**config.mk**
```make
export PLATFORM = sky130hd
export DESIGN_NAME = quad_dac_serial_control
export DESIGN_NICKNAME = d
export VERILOG_FILES = /design/src/pkg/dac_ctrl_pkg.sv /design/src/pkg/word_stream_if.sv /design/src/hw/word_fifo.sv /design/src/hw/serial_word_rx.sv /design/src/hw/quad_dac_serial_control.sv
export SDC_FILE = /design/constraint.sdc
export NUM_CORES = 1
export LEC_CHECK = 0
export BUFFER_PORTS_ARGS = -buffer_cell sky130_fd_sc_hd__buf_4
export CAP_MARGIN = 30
export CORE_ASPECT_RATIO = 1.25
export CORE_UTILIZATION = 42
export CTS_CLUSTER_SIZE = 24
export DETAILED_ROUTE_END_ITERATION = 7
export GPL_ROUTABILITY_DRIVEN = 0
export GPL_TIMING_DRIVEN = 0
export PLACE_DENSITY = 0.62
export REMOVE_ABC_BUFFERS = 1
export SLEW_MARGIN = 20
export SYNTH_ARGS = -nofsm -noshare
export SYNTH_HDL_FRONTEND = slang
export SYNTH_SLANG_ARGS = --single-unit
```
**constraint.sdc**
```tcl
create_clock -name clk -period 7 [get_ports clk]
set_input_delay 0.7 -clock clk [delete_from_list [all_inputs] [get_ports clk]]
set_output_delay 0.7 -clock clk [all_outputs]
set_load 0.01 [all_outputs]
```
**src/pkg/dac_ctrl_pkg.sv**
```systemverilog
package dac_ctrl_pkg;
   // ------------------------------------------------------------
   // Serial word layout.
   // ------------------------------------------------------------
   localparam int WORD_BITS = 16;
   localparam int CODE_BITS = 10;
   localparam int NUM_CHANNELS = 4;
   localparam int CHAN_HI = 15;
   localparam int CHAN_LO = 14;
   localparam int PWR_BIT = 13;
   localparam int SPD_BIT = 12;
   localparam int CODE_HI = 11;
   localparam int CODE_LO = 2;
   localparam int BIT_CNT_W = 5;
   localparam logic [BIT_CNT_W-1:0] BIT_CNT_FULL = 5'h10;
   localparam logic [BIT_CNT_W-1:0] BIT_CNT_ZERO = 5'h00;
   localparam logic [BIT_CNT_W-1:0] BIT_CNT_ONE = 5'h01;
   // ------------------------------------------------------------
   // Reset values and buffering.
   // ------------------------------------------------------------
   localparam logic [CODE_BITS-1:0] CODE_RESET = 10'h000;
   localparam logic [WORD_BITS-1:0] WORD_RESET = 16'h0000;
   localparam int FIFO_DEPTH = 8;
   // Receive state machine, one-hot.
   typedef enum logic [2:0] {
      RX_IDLE = 3'b001,
      RX_SHIFT = 3'b010,
      RX_DONE = 3'b100
   } rx_state_t;
endpackage

```
**src/pkg/word_stream_if.sv**
```systemverilog
`timescale 1ns/1ps
`default_nettype none
// Carries received 16-bit words between the receiver, FIFO and latches.
interface word_stream_if #(parameter int WIDTH = 16);
   logic valid;
   logic ready;
   logic [WIDTH-1:0] data;
   modport source (output valid, output data, input ready);
   modport sink (input valid, input data, output ready);
endinterface
`default_nettype wire

```
**src/hw/word_fifo.sv**
```systemverilog
`timescale 1ns/1ps
`default_nettype none
module word_fifo #(
   parameter int WIDTH = 16,
   parameter int DEPTH = 8
) (
   // Clock and reset.
   input wire logic clk,
   input wire logic srst,
   // Streams in and out.
   word_stream_if.sink wr,
   word_stream_if.source rd
);
   localparam int AW = $clog2(DEPTH);
   localparam logic [AW:0] DEPTH_CNT = (AW+1)'(DEPTH);
   localparam logic [AW:0] CNT_ONE = (AW+1)'(1);
   localparam logic [AW-1:0] PTR_ONE = AW'(1);
   localparam logic [AW-1:0] PTR_LAST = AW'(DEPTH - 1);
   logic [WIDTH-1:0] mem [DEPTH]; // Word storage.
   logic [AW-1:0] wr_ptr; // Next slot to fill.
   logic [AW-1:0] rd_ptr; // Oldest word.
   logic [AW:0] count; // Words held.
   logic [AW-1:0] next_wr_ptr;
   logic [AW-1:0] next_rd_ptr;
   logic [AW:0] next_count;
   logic push;
   logic pop;
   // ------------------------------------------------------------
   // Handshakes: full and empty come straight from the count.
   // ------------------------------------------------------------
   assign wr.ready = (count != DEPTH_CNT);
   assign rd.valid = (count != '0);
   assign rd.data = mem[rd_ptr];
   assign push = wr.valid && wr.ready;
   assign pop = rd.valid && rd.ready;
   // Next pointer and count values.
   always_comb begin
      next_wr_ptr = wr_ptr;
      next_rd_ptr = rd_ptr;
      next_count = count;
      if (push) begin
         next_wr_ptr = (wr_ptr == PTR_LAST) ? '0 : wr_ptr + PTR_ONE;
      end
      if (pop) begin
         next_rd_ptr = (rd_ptr == PTR_LAST) ? '0 : rd_ptr + PTR_ONE;
      end
      if (push && !pop) begin
         next_count = count + CNT_ONE;
      end else if (pop && !push) begin
         next_count = count - CNT_ONE;
      end
   end
   // Register pointers; storage is written without reset.
   always_ff @(posedge clk) begin
      if (srst) begin
         wr_ptr <= '0;
         rd_ptr <= '0;
         count <= '0;
      end else begin
         wr_ptr <= next_wr_ptr;
         rd_ptr <= next_rd_ptr;
         count <= next_count;
      end
      if (push) begin
         mem[wr_ptr] <= wr.data;
      end
   end
endmodule
`default_nettype wire

```
**src/hw/serial_word_rx.sv**
```systemverilog
`timescale 1ns/1ps
`default_nettype none
module serial_word_rx
   import dac_ctrl_pkg::*;
(
   // Clock and reset.
   input wire logic clk,
   input wire logic srst,
   // Synchronised link pins.
   input wire logic sclk_fall, // One-cycle pulse on a serial clock falling edge.
   input wire logic frame_sync, // Synchronised frame sync level.
   input wire logic frame_fall, // Pulse on a frame sync falling edge.
   input wire logic chip_select_n, // Synchronised chip select.
   input wire logic serial_data, // Synchronised data.
   // Received words.
   word_stream_if.source words,
   output logic overrun // Pulse: a word was dropped for lack of room.
);
   rx_state_t state;
   rx_state_t next_state;
   logic [WORD_BITS-1:0] shifter; // Bits arrive MSB first.
   logic [WORD_BITS-1:0] next_shifter;
   logic [BIT_CNT_W-1:0] bit_cnt; // Bits taken this frame.
   logic [BIT_CNT_W-1:0] next_bit_cnt;
   logic [WORD_BITS-1:0] word;
   logic [WORD_BITS-1:0] next_word;
   logic word_valid;
   logic next_word_valid;
   logic next_overrun;
   assign words.valid = word_valid;
   assign words.data = word;
   // ------------------------------------------------------------
   // Frame receiver.
   // ------------------------------------------------------------
   always_comb begin
      next_state = state;
      next_shifter = shifter;
      next_bit_cnt = bit_cnt;
      next_word = word;
      next_word_valid = word_valid && !words.ready;
      next_overrun = 1'b0;
      unique case (state)
         RX_IDLE: begin
            // A frame starts only while selected.
            if (frame_fall && !chip_select_n) begin
               next_state = RX_SHIFT;
               next_bit_cnt = BIT_CNT_ZERO;
            end
         end
         RX_SHIFT: begin
            if (chip_select_n) begin
               // Deselect abandons the frame.
               next_state = RX_IDLE;
            end else if (frame_sync && bit_cnt != BIT_CNT_ZERO) begin
               // Early rise of frame sync ends the word short.
               next_state = RX_DONE;
            end else if (sclk_fall) begin
               next_shifter = {shifter[WORD_BITS-2:0], serial_data};
               next_bit_cnt = bit_cnt + BIT_CNT_ONE;
               if (bit_cnt + BIT_CNT_ONE == BIT_CNT_FULL) begin
                  next_state = RX_DONE;
               end
            end
         end
         RX_DONE: begin
            // A short word is left-aligned so field positions still hold.
            next_word = shifter << (BIT_CNT_FULL - bit_cnt);
            next_state = RX_IDLE;
            if (word_valid && !words.ready) begin
               next_overrun = 1'b1;
            end else begin
               next_word_valid = 1'b1;
            end
         end
         default: next_state = RX_IDLE;
      endcase
   end
   always_ff @(posedge clk) begin
      if (srst) begin
         state <= RX_IDLE;
         shifter <= WORD_RESET;
         bit_cnt <= BIT_CNT_ZERO;
         word <= WORD_RESET;
         word_valid <= 1'b0;
         overrun <= 1'b0;
      end else begin
         state <= next_state;
         shifter <= next_shifter;
         bit_cnt <= next_bit_cnt;
         word <= next_word;
         word_valid <= next_word_valid;
         overrun <= next_overrun;
      end
   end
endmodule
`default_nettype wire

```
**src/hw/quad_dac_serial_control.sv**
```systemverilog
`timescale 1ns/1ps
`default_nettype none
module quad_dac_serial_control
   import dac_ctrl_pkg::*;
#(
   parameter int FIFO_WORDS = FIFO_DEPTH
) (
   // Clock and reset.
   input wire logic clk,
   input wire logic srst,
   // Serial link pins, asynchronous to clk.
   input wire logic serial_clock,
   input wire logic serial_data,
   input wire logic frame_sync,
   input wire logic chip_select_n,
   // Control pins, asynchronous to clk.
   input wire logic output_load_n,
   input wire logic hw_power_down_n,
   // Channel A controls.
   output logic [CODE_BITS-1:0] channel_a_output,
   output logic channel_a_power_down,
   output logic channel_a_fast,
   // Channel B controls.
   output logic [CODE_BITS-1:0] channel_b_output,
   output logic channel_b_power_down,
   output logic channel_b_fast,
   // Channel C controls.
   output logic [CODE_BITS-1:0] channel_c_output,
   output logic channel_c_power_down,
   output logic channel_c_fast,
   // Channel D controls.
   output logic [CODE_BITS-1:0] channel_d_output,
   output logic channel_d_power_down,
   output logic channel_d_fast,
   // Status.
   output logic word_overrun
);
   // ------------------------------------------------------------
   // Pin synchronisers.
   // ------------------------------------------------------------
   localparam int NPINS = 6;
   localparam int P_SCLK = 0;
   localparam int P_DIN = 1;
   localparam int P_FS = 2;
   localparam int P_CS = 3;
   localparam int P_LOAD = 4;
   localparam int P_PD = 5;
   logic [NPINS-1:0] pins; // Raw pin levels.
   logic [NPINS-1:0] sync1; // First stage, read only by sync2.
   logic [NPINS-1:0] sync2; // Safe levels.
   logic [NPINS-1:0] sync_prev; // Previous safe levels, for edges.
   // Reset levels match each pin's idle level: the link clock, frame sync,
   // chip select, load and power-down idle high and data idles low. A
   // mismatch here would show a false edge right after reset.
   localparam logic [NPINS-1:0] SYNC_IDLE = 6'h3D;
   logic sclk_fall;
   logic frame_fall;
   assign pins = {hw_power_down_n, output_load_n, chip_select_n,
                  frame_sync, serial_data, serial_clock};
   // Two synchroniser flops and an edge flop per pin; every pin starts at its idle level.
   always_ff @(posedge clk) begin
      if (srst) begin
         sync1 <= SYNC_IDLE;
         sync2 <= SYNC_IDLE;
         sync_prev <= SYNC_IDLE;
      end else begin
         sync1 <= pins;
         sync2 <= sync1;
         sync_prev <= sync2;
      end
   end
   // Edges come from the second stage and its delayed copy, which keeps
   // clock and data aligned: the bit is sampled at the same delay.
   assign sclk_fall = sync_prev[P_SCLK] && !sync2[P_SCLK];
   assign frame_fall = sync_prev[P_FS] && !sync2[P_FS];
   // ------------------------------------------------------------
   // Receiver and FIFO.
   // ------------------------------------------------------------
   word_stream_if #(.WIDTH(WORD_BITS)) rx_words ();
   word_stream_if #(.WIDTH(WORD_BITS)) held_words ();
   serial_word_rx u_rx (
      .clk(clk),
      .srst(srst),
      .sclk_fall(sclk_fall),
      .frame_sync(sync2[P_FS]),
      .frame_fall(frame_fall),
      .chip_select_n(sync2[P_CS]),
      .serial_data(sync_prev[P_DIN]),
      .words(rx_words),
      .overrun(word_overrun)
   );
   word_fifo #(.WIDTH(WORD_BITS), .DEPTH(FIFO_WORDS)) u_fifo (
      .clk(clk),
      .srst(srst),
      .wr(rx_words),
      .rd(held_words)
   );
   // ------------------------------------------------------------
   // Input latches: each word lands in its channel at once.
   // ------------------------------------------------------------
   // Field decode, used for every popped word.
   function automatic logic [1:0] word_channel(input logic [WORD_BITS-1:0] w);
      return w[CHAN_HI:CHAN_LO];
   endfunction
   logic [CODE_BITS-1:0] in_code [NUM_CHANNELS]; // Received codes.
   logic [CODE_BITS-1:0] next_in_code [NUM_CHANNELS];
   logic [NUM_CHANNELS-1:0] in_pwr; // Received power bits.
   logic [NUM_CHANNELS-1:0] next_in_pwr;
   logic [NUM_CHANNELS-1:0] in_spd; // Received speed bits.
   logic [NUM_CHANNELS-1:0] next_in_spd;
   logic [NUM_CHANNELS-1:0] pending; // Latch holds a word not yet applied.
   logic [NUM_CHANNELS-1:0] next_pending;
   // Output stage.
   logic [CODE_BITS-1:0] out_code [NUM_CHANNELS];
   logic [CODE_BITS-1:0] next_out_code [NUM_CHANNELS];
   logic [NUM_CHANNELS-1:0] out_pwr;
   logic [NUM_CHANNELS-1:0] next_out_pwr;
   logic [NUM_CHANNELS-1:0] out_spd;
   logic [NUM_CHANNELS-1:0] next_out_spd;
   logic load_open;
   // Words drain continuously, so the FIFO never holds more than one word.
   assign held_words.ready = 1'b1;
   assign load_open = !sync2[P_LOAD];
   // Next values of input latches and the output stage.
   always_comb begin
      next_in_code = in_code;
      next_in_pwr = in_pwr;
      next_in_spd = in_spd;
      next_pending = pending;
      next_out_code = out_code;
      next_out_pwr = out_pwr;
      next_out_spd = out_spd;
      if (held_words.valid) begin
         // Only the addressed channel changes.
         next_in_code[word_channel(held_words.data)] =
            held_words.data[CODE_HI:CODE_LO];
         next_in_pwr[word_channel(held_words.data)] = held_words.data[PWR_BIT];
         next_in_spd[word_channel(held_words.data)] = held_words.data[SPD_BIT];
         next_pending[word_channel(held_words.data)] = 1'b1;
      end
      // While load is low, pending latches flow to the outputs; a high
      // load freezes them all so several channels move together.
      for (int i = 0; i < NUM_CHANNELS; i++) begin
         if (load_open && pending[i]) begin
            next_out_code[i] = in_code[i];
            next_out_pwr[i] = in_pwr[i];
            next_out_spd[i] = in_spd[i];
            next_pending[i] = 1'b0;
         end
      end
      // A word arriving while an older one is applied keeps pending set.
      if (held_words.valid) begin
         next_pending[word_channel(held_words.data)] = 1'b1;
      end
   end
   always_ff @(posedge clk) begin
      if (srst) begin
         for (int i = 0; i < NUM_CHANNELS; i++) begin
            in_code[i] <= CODE_RESET;
            out_code[i] <= CODE_RESET;
         end
         in_pwr <= '0;
         in_spd <= '0;
         pending <= '0;
         out_pwr <= '0;
         out_spd <= '0;
      end else begin
         in_code <= next_in_code;
         in_pwr <= next_in_pwr;
         in_spd <= next_in_spd;
         pending <= next_pending;
         out_code <= next_out_code;
         out_pwr <= next_out_pwr;
         out_spd <= next_out_spd;
      end
   end
   // ------------------------------------------------------------
   // Outputs. The hardware power-down overrides every channel.
   // ------------------------------------------------------------
   logic [NUM_CHANNELS-1:0] pd_eff;
   assign pd_eff = out_pwr | {NUM_CHANNELS{!sync2[P_PD]}};
   assign channel_a_output = out_code[0];
   assign channel_b_output = out_code[1];
   assign channel_c_output = out_code[2];
   assign channel_d_output = out_code[3];
   assign channel_a_power_down = pd_eff[0];
   assign channel_b_power_down = pd_eff[1];
   assign channel_c_power_down = pd_eff[2];
   assign channel_d_power_down = pd_eff[3];
   assign channel_a_fast = out_spd[0];
   assign channel_b_fast = out_spd[1];
   assign channel_c_fast = out_spd[2];
   assign channel_d_fast = out_spd[3];
endmodule
`default_nettype wire

```
# --- Yosys cells after proc, flatten, opt, wreduce, memory -nomap -nowiden ---
# Memories as Yosys holds them, arrays and structs flattened. A register that Yosys moved wholly into a read port is not among the register bits.
# Index checks and enable logic that the tools add are counted.
op_classes:
  n_addsub: 6
  magnitude_cmp: 4
  n_eq_ne: 13
  n_shift: 1
  muxes: 34
  bitwise: 7
  n_reduce_logical: 30
op_table:
  columns: ["cell", "count"]
  rows:
  - ["bitwise mux 40 bit", 1]
  - ["two-way mux 3 bit", 9]
  - ["demux 10 bit (select 2 bit)", 1]
  - ["two-way mux 5 bit", 4]
  - ["two-way mux 4 bit", 4]
  - ["<< shifter 16 x 5 -> 16 bit", 1]
  - ["logical AND 1 bit", 14]
  - ["bitwise OR 4 bit", 3]
  - ["two-way mux 10 bit", 1]
  - ["one-hot mux 5 bit (2 select lines)", 1]
  - ["equality test 3 bit, second input constant", 3]
  - ["two-way mux 1 bit", 9]
  - ["bitwise mux 4 bit", 2]
  - ["logical NOT 1 bit", 8]
  - ["adder 3 x 1 -> 3 bit, second input constant", 2]
  - ["!= test 2 bit, second input constant", 3]
  - ["one-hot mux 3 bit (2 select lines)", 1]
  - ["adder 5 x 1 -> 5 bit, second input constant", 1]
  - ["equality test 5 bit, second input constant", 1]
  - ["AND reduction 5 bit", 1]
  - ["nonzero test 5 bit", 1]
  - ["subtractor 5 bit, first input constant", 1]
  - ["adder 4 x 1 -> 4 bit, second input constant", 1]
  - ["!= test 4 x 2 -> 1 bit, second input constant", 1]
  - ["other kinds (18)", 21]
totals:
  ff_bits: 167
  mem_bits_rw: 128
  word_cells: 127
  n_memories: 1
memory_table:
  columns: ["memory", "words", "word_bits", "read_ports", "rd_clocked_by_memory_dff", "write_ports", "line", "rtl"]
  rows:
  - ["u_fifo.mem", 8, 16, 1, 1, 1, "word_fifo.sv:19", "logic [WIDTH-1:0] mem [DEPTH];"]

# --- Longest topological paths before layout ---
depth:
  ltp_word: 9
  ltp_mapped: 13

# --- Cells and area by module ---
# Synthesis repeated with hierarchy kept, for this count alone.
unflattened:
  cells_unflattened: 994
  hier_area_um2: 11865.1
by_module_without_submodules:
  columns: ["module", "n_inst", "cells_per_inst", "area_per_inst_um2", "seq_area_each_um2"]
  rows:
  - ["word_fifo", 1, 260, 5569.1, 4103.9]
  - ["quad_dac_serial_control", 1, 479, 3933.8, 2302.2]
  - ["serial_word_rx", 1, 255, 2362.3, 840.8]

# --- Least setup slack after synthesis ---
# OpenSTA, ideal clock, no wires.
synth_path:
  kind: "register -> register"
  start: "reg u_rx.bit_cnt[0]"
  end: "reg u_rx.word[9], in the netlist u_rx.words.data[9]"
  setup_time_ns: 0.133
  arrival_time_ns: 2.619
  t_required_ns: 6.867
  setup_slack_ns: 4.248
  stages_incl_launch_ff: 9
  period_less_slack_ns: 2.752
  path_cell_list: "dfxtp_1 -> buf_2 -> clkinv_1 -> ha_1 -> buf_1 -> mux2_2 -> mux4_2 -> a222oi_1 -> a211oi_1"
synth_via:
  elab_chain_len: 2
synth_lines:
  columns: ["element", "line", "rtl"]
  rows:
  - ["start, declared", "serial_word_rx.sv:23", "logic [BIT_CNT_W-1:0] bit_cnt;"]
  - ["start signal, assigned", "serial_word_rx.sv:89", "bit_cnt <= next_bit_cnt;"]
  - ["subtractor 5 bit", "serial_word_rx.sv:67", "next_word = shifter << (BIT_CNT_FULL - bit_cnt);"]
  - ["<< shifter 16 x 5 -> 16 bit", "serial_word_rx.sv:67", null]
  - ["end signal, assigned", "serial_word_rx.sv:90", "word <= next_word;"]
  - ["end, declared", "serial_word_rx.sv:25", "logic [WORD_BITS-1:0] word;"]
# No other way between the ends.
# A chain may end at the register's enable or synchronous reset.

# --- Final worst setup path ---
# Same ends and word-level chain as after synthesis.

==> results.json <==
{
  "outcome": "completed",
  "clock_path_buffers": 3,
  "fin_util_pct": 49.8,
  "timing.rr.start": "u_rx.bit_cnt[0]",
  "met1_usage_pct": 18.9,
  "drive_gt1_share_pct": 21.4,
  "clkLatencyLatePin_ns": 0.54,
  "clkTransAtPathRegs_ns": 0.06,
  "fmax_ghz": 0.266,
  "ys_types": 54,
  "synth_top_flop_cell": "dfxtp_1",
  "worstRegToRegCells": 6,
  "grt_max_degree": 114,
  "slew_headroom_pct": 38.8,
  "dieArea_um2": 27200,
  "syn_area_um2": 11100,
  "cts_buffers": 29,
  "htree_levels": 1,
  "setup-tns-final_ns": 0,
  "hpwl_mm": 14.2,
  "hold_end": "sync1[2]",
  "rows": 66,
  "post-cts-setup-buffer-count": 0,
  "p_per_area_nw_per_um2": 319,
  "drv_cap": 0,
  "layout.cell_area.non_filler_um2": 13000,
  "dpl_cell_area_um2": 12000,
  "vias": 6705,
  "hp-class": "in2reg",
  "power_leakage_uw": 0.00472,
  "fin_cells": 1327,
  "setup_ws_ns": 3.24,
  "core_area_um2": 26000,
  "clock_skew_ns": 0.0130,
  "ys_seq_elements": 280,
  "root_buffer": "clkbuf_16",
  "ir_worst_vdd_mv": 0.162,
  "grt-busiest-layer": "met2",
  "setup_viol": 0,
  "grt_util_met2_pct": 29.0,
  "clock_sinks": 280,
  "synth_cells": 909,
  "synth_edf_count": 112,
  "yosysSeqAreaShare_pct": 60.4,
  "dp_cells": 1274,
  "place_ws_ns": 3.21,
  "syn_avg_cell_area_um2": 12.2,
  "arrival_ns": 4.16,
  "wl_per_cell_um": 16.0,
  "fin_nets": 983,
  "port_buffers": 56,
  "io_pins": 57,
  "die_w_um": 148,
  "die_y_um": 184,
  "grt_pass1_vias": 6516,
  "cts_resized": 0,
  "cp.required_ns": 7.41,
  "period_minus_slack_ns": 3.76,
  "min_delay_path_depth": 2,
  "start_kind": "register",
  "r2r_slack_ns": 3.24,
  "synth_warnings": 0,
  "crit_type": "reg2reg",
  "rsz0062_at_grt": "no",
  "cts_tree": "yes",
  "drtIter0Drc": 293,
  "crit_fanout": 22,
  "first_pass_iters": 4,
  "grt_overflow": 0,
  "diodes": 0,
  "initial_core_util_pct": 42.8,
  "worst_pin_slew_ns": 0.917,
  "synthToLayoutAreaGrowth_pct": 16.5,
  "use_met3_pct": 2.53,
  "grt_pass1_wl_mm": 34.5,
  "hold_viol_final": 0,
  "hp-start": "frame_sync",
  "endpoint_kind": "register",
  "grt_usage_pct": 15.9,
  "wl_mm": 21.2,
  "final_max_slew_viol_count": 0,
  "period_share_pct": 53.7,
  "fillers": 2349,
  "route.detailed.drc": 0,
  "antenna_found_initial": 0,
  "holdBufCountCts": 0,
  "ys_async_sr_fraction_pct": 0,
  "via_per_inst": 5.05,
  "r2r-end": "u_rx.words.data[9]",
  "ant_nets": 0
}
-- state kept, by name (all words and copies together) (netlist names), 3 cells and up, named ones only --
name,flops
in_spd,4
u_fifo.count,4
channel_d_output,10
u_fifo.wr_ptr,3
u_rx.bit_cnt,5
u_rx.state,3
out_spd,4
sync_prev,3
channel_a_output,10
u_fifo.mem,112
channel_c_output,10
in_code,40
channel_b_output,10
out_pwr,4
in_pwr,4
u_fifo.rd_ptr,3
sync1,6
u_rx.shifter,16
u_rx.words.data,14
pending,4
sync2,6
-- per-layer routing --
metal	routed length (µm)	vias to the layer above
met5	0	-
met4	482	0
met3	832	36
met2	10900	126
met1	9010	3210
li1	-	3333
-- cell usage in the layout, fill, tap and decap left out, drive strengths merged, types with 3 or more instances in the layout --
cell type and count:
clkinvlp 3, nor2 45, nor3b 3, edfxtp 112, or3 5, o21ai 11, mux2 10, clkinv 7
xnor2 4, clkbuf 41, ha 10, a22oi 9, nand2b 62, mux4 35, nor2b 12, a21oi 73
nand2 131, or2 24, buf 77, xor2 4, dfxtp 168, nor3 15, mux2i 88, nand3 5
inv 7
-- logic make-up (layout without fill, tap and decap cells) --
kind of cell               after synthesis  after routing  synth area share, %
AOI/OAI and AO/OA                      109            109                 5.53
xor gates and xnor gates                 8              8                0.630
adders and majority gates               10             10                 1.12
buffers and inverters                   58            136                 2.34
DFF                                    280            280                 60.4
muxes                                  133            133                 16.2
and+or+nand+nor                        311            311                 13.8
-- how the worst max path moves through the flow --
stage	startpoint	to	slack, ns	depth (start not counted)
after global placement	u_fifo.count[0]	u_fifo.mem[0][3]	2.84	4
after detailed placement	u_rx.bit_cnt[0]	u_rx.words.data[9]	3.21	6
after global routing	u_rx.bit_cnt[0]	u_rx.words.data[9]	2.96	6
final	u_rx.bit_cnt[0]	u_rx.words.data[9]	3.24	6
after floorplan	u_rx.bit_cnt[0]	u_rx.words.data[9]	3.83	6
after CTS	u_rx.bit_cnt[0]	u_rx.words.data[9]	3.20	6
-- Yosys cell counts (3+ instances only) --
| library cell | number | area share, % |
|---|---|---|
| buf_2 | 10 | 0.45 |
| nor3_1 | 13 | 0.58 |
| clkbuf_1 | 36 | 1.2 |
| buf_6 | 4 | 0.40 |
| xor2_1 | 4 | 0.31 |
| or2_2 | 24 | 1.3 |
| mux4_2 | 35 | 7.1 |
| nand3_1 | 5 | 0.22 |
| nor2b_1 | 12 | 0.67 |
| nand2_1 | 129 | 4.4 |
| xnor2_1 | 4 | 0.31 |
| a22oi_1 | 9 | 0.61 |
| mux2i_1 | 87 | 7.8 |
| dfxtp_1 | 168 | 30 |
| nor3b_1 | 3 | 0.20 |
| o21ai_0 | 9 | 0.40 |
| ha_1 | 10 | 1.1 |
| edfxtp_1 | 112 | 30 |
| nor2_1 | 45 | 1.5 |
| mux2_2 | 9 | 0.91 |
| nand2b_1 | 62 | 3.5 |
| a21oi_1 | 73 | 3.3 |
| inv_1 | 5 | 0.17 |
| or3_1 | 5 | 0.28 |
-- stage by stage --
| step | power (µW) | hold slack [ns] |
|---|---|---|
| 3_5_place_dp | 2670 | 0.393 |
| 3_3_place_gp | 2640 | 0.392 |
| 2_1_floorplan | 2470 | 0.389 |
| 6_report | 4130 | 0.337 |
| 5_1_grt | 4320 | 0.319 |
| 4_1_cts | 4190 | 0.314 |
-- where the power goes --
group | internal [µW] | switching [µW] | leakage, µW
sequential | 1810 | 130 | 0.00240
clock | 895 | 622 | 0.000470
combinational | 361 | 317 | 0.00185
-- cell type report --
type	count	area (µm²)	share of cell area, %
clock inverters	12	97.6	0.753
inverters	6	22.5	0.174
repair buffers	77	643	4.96
flip-flops and latches	280	6730	51.9
well taps	340	425	3.28
clock buffers	41	863	6.66
multi-input cells	571	4180	32.3
-- critical path, cell delays in order (launching register included) --
cell      delay, ns
dfxtp_1        0.92
clkinv_1       0.47
ha_1           0.96
mux2_2         0.44
mux4_2         0.50
a222oi_1       0.25
a211oi_1       0.08
Note: power is estimated with default switching activity, not from simulation.
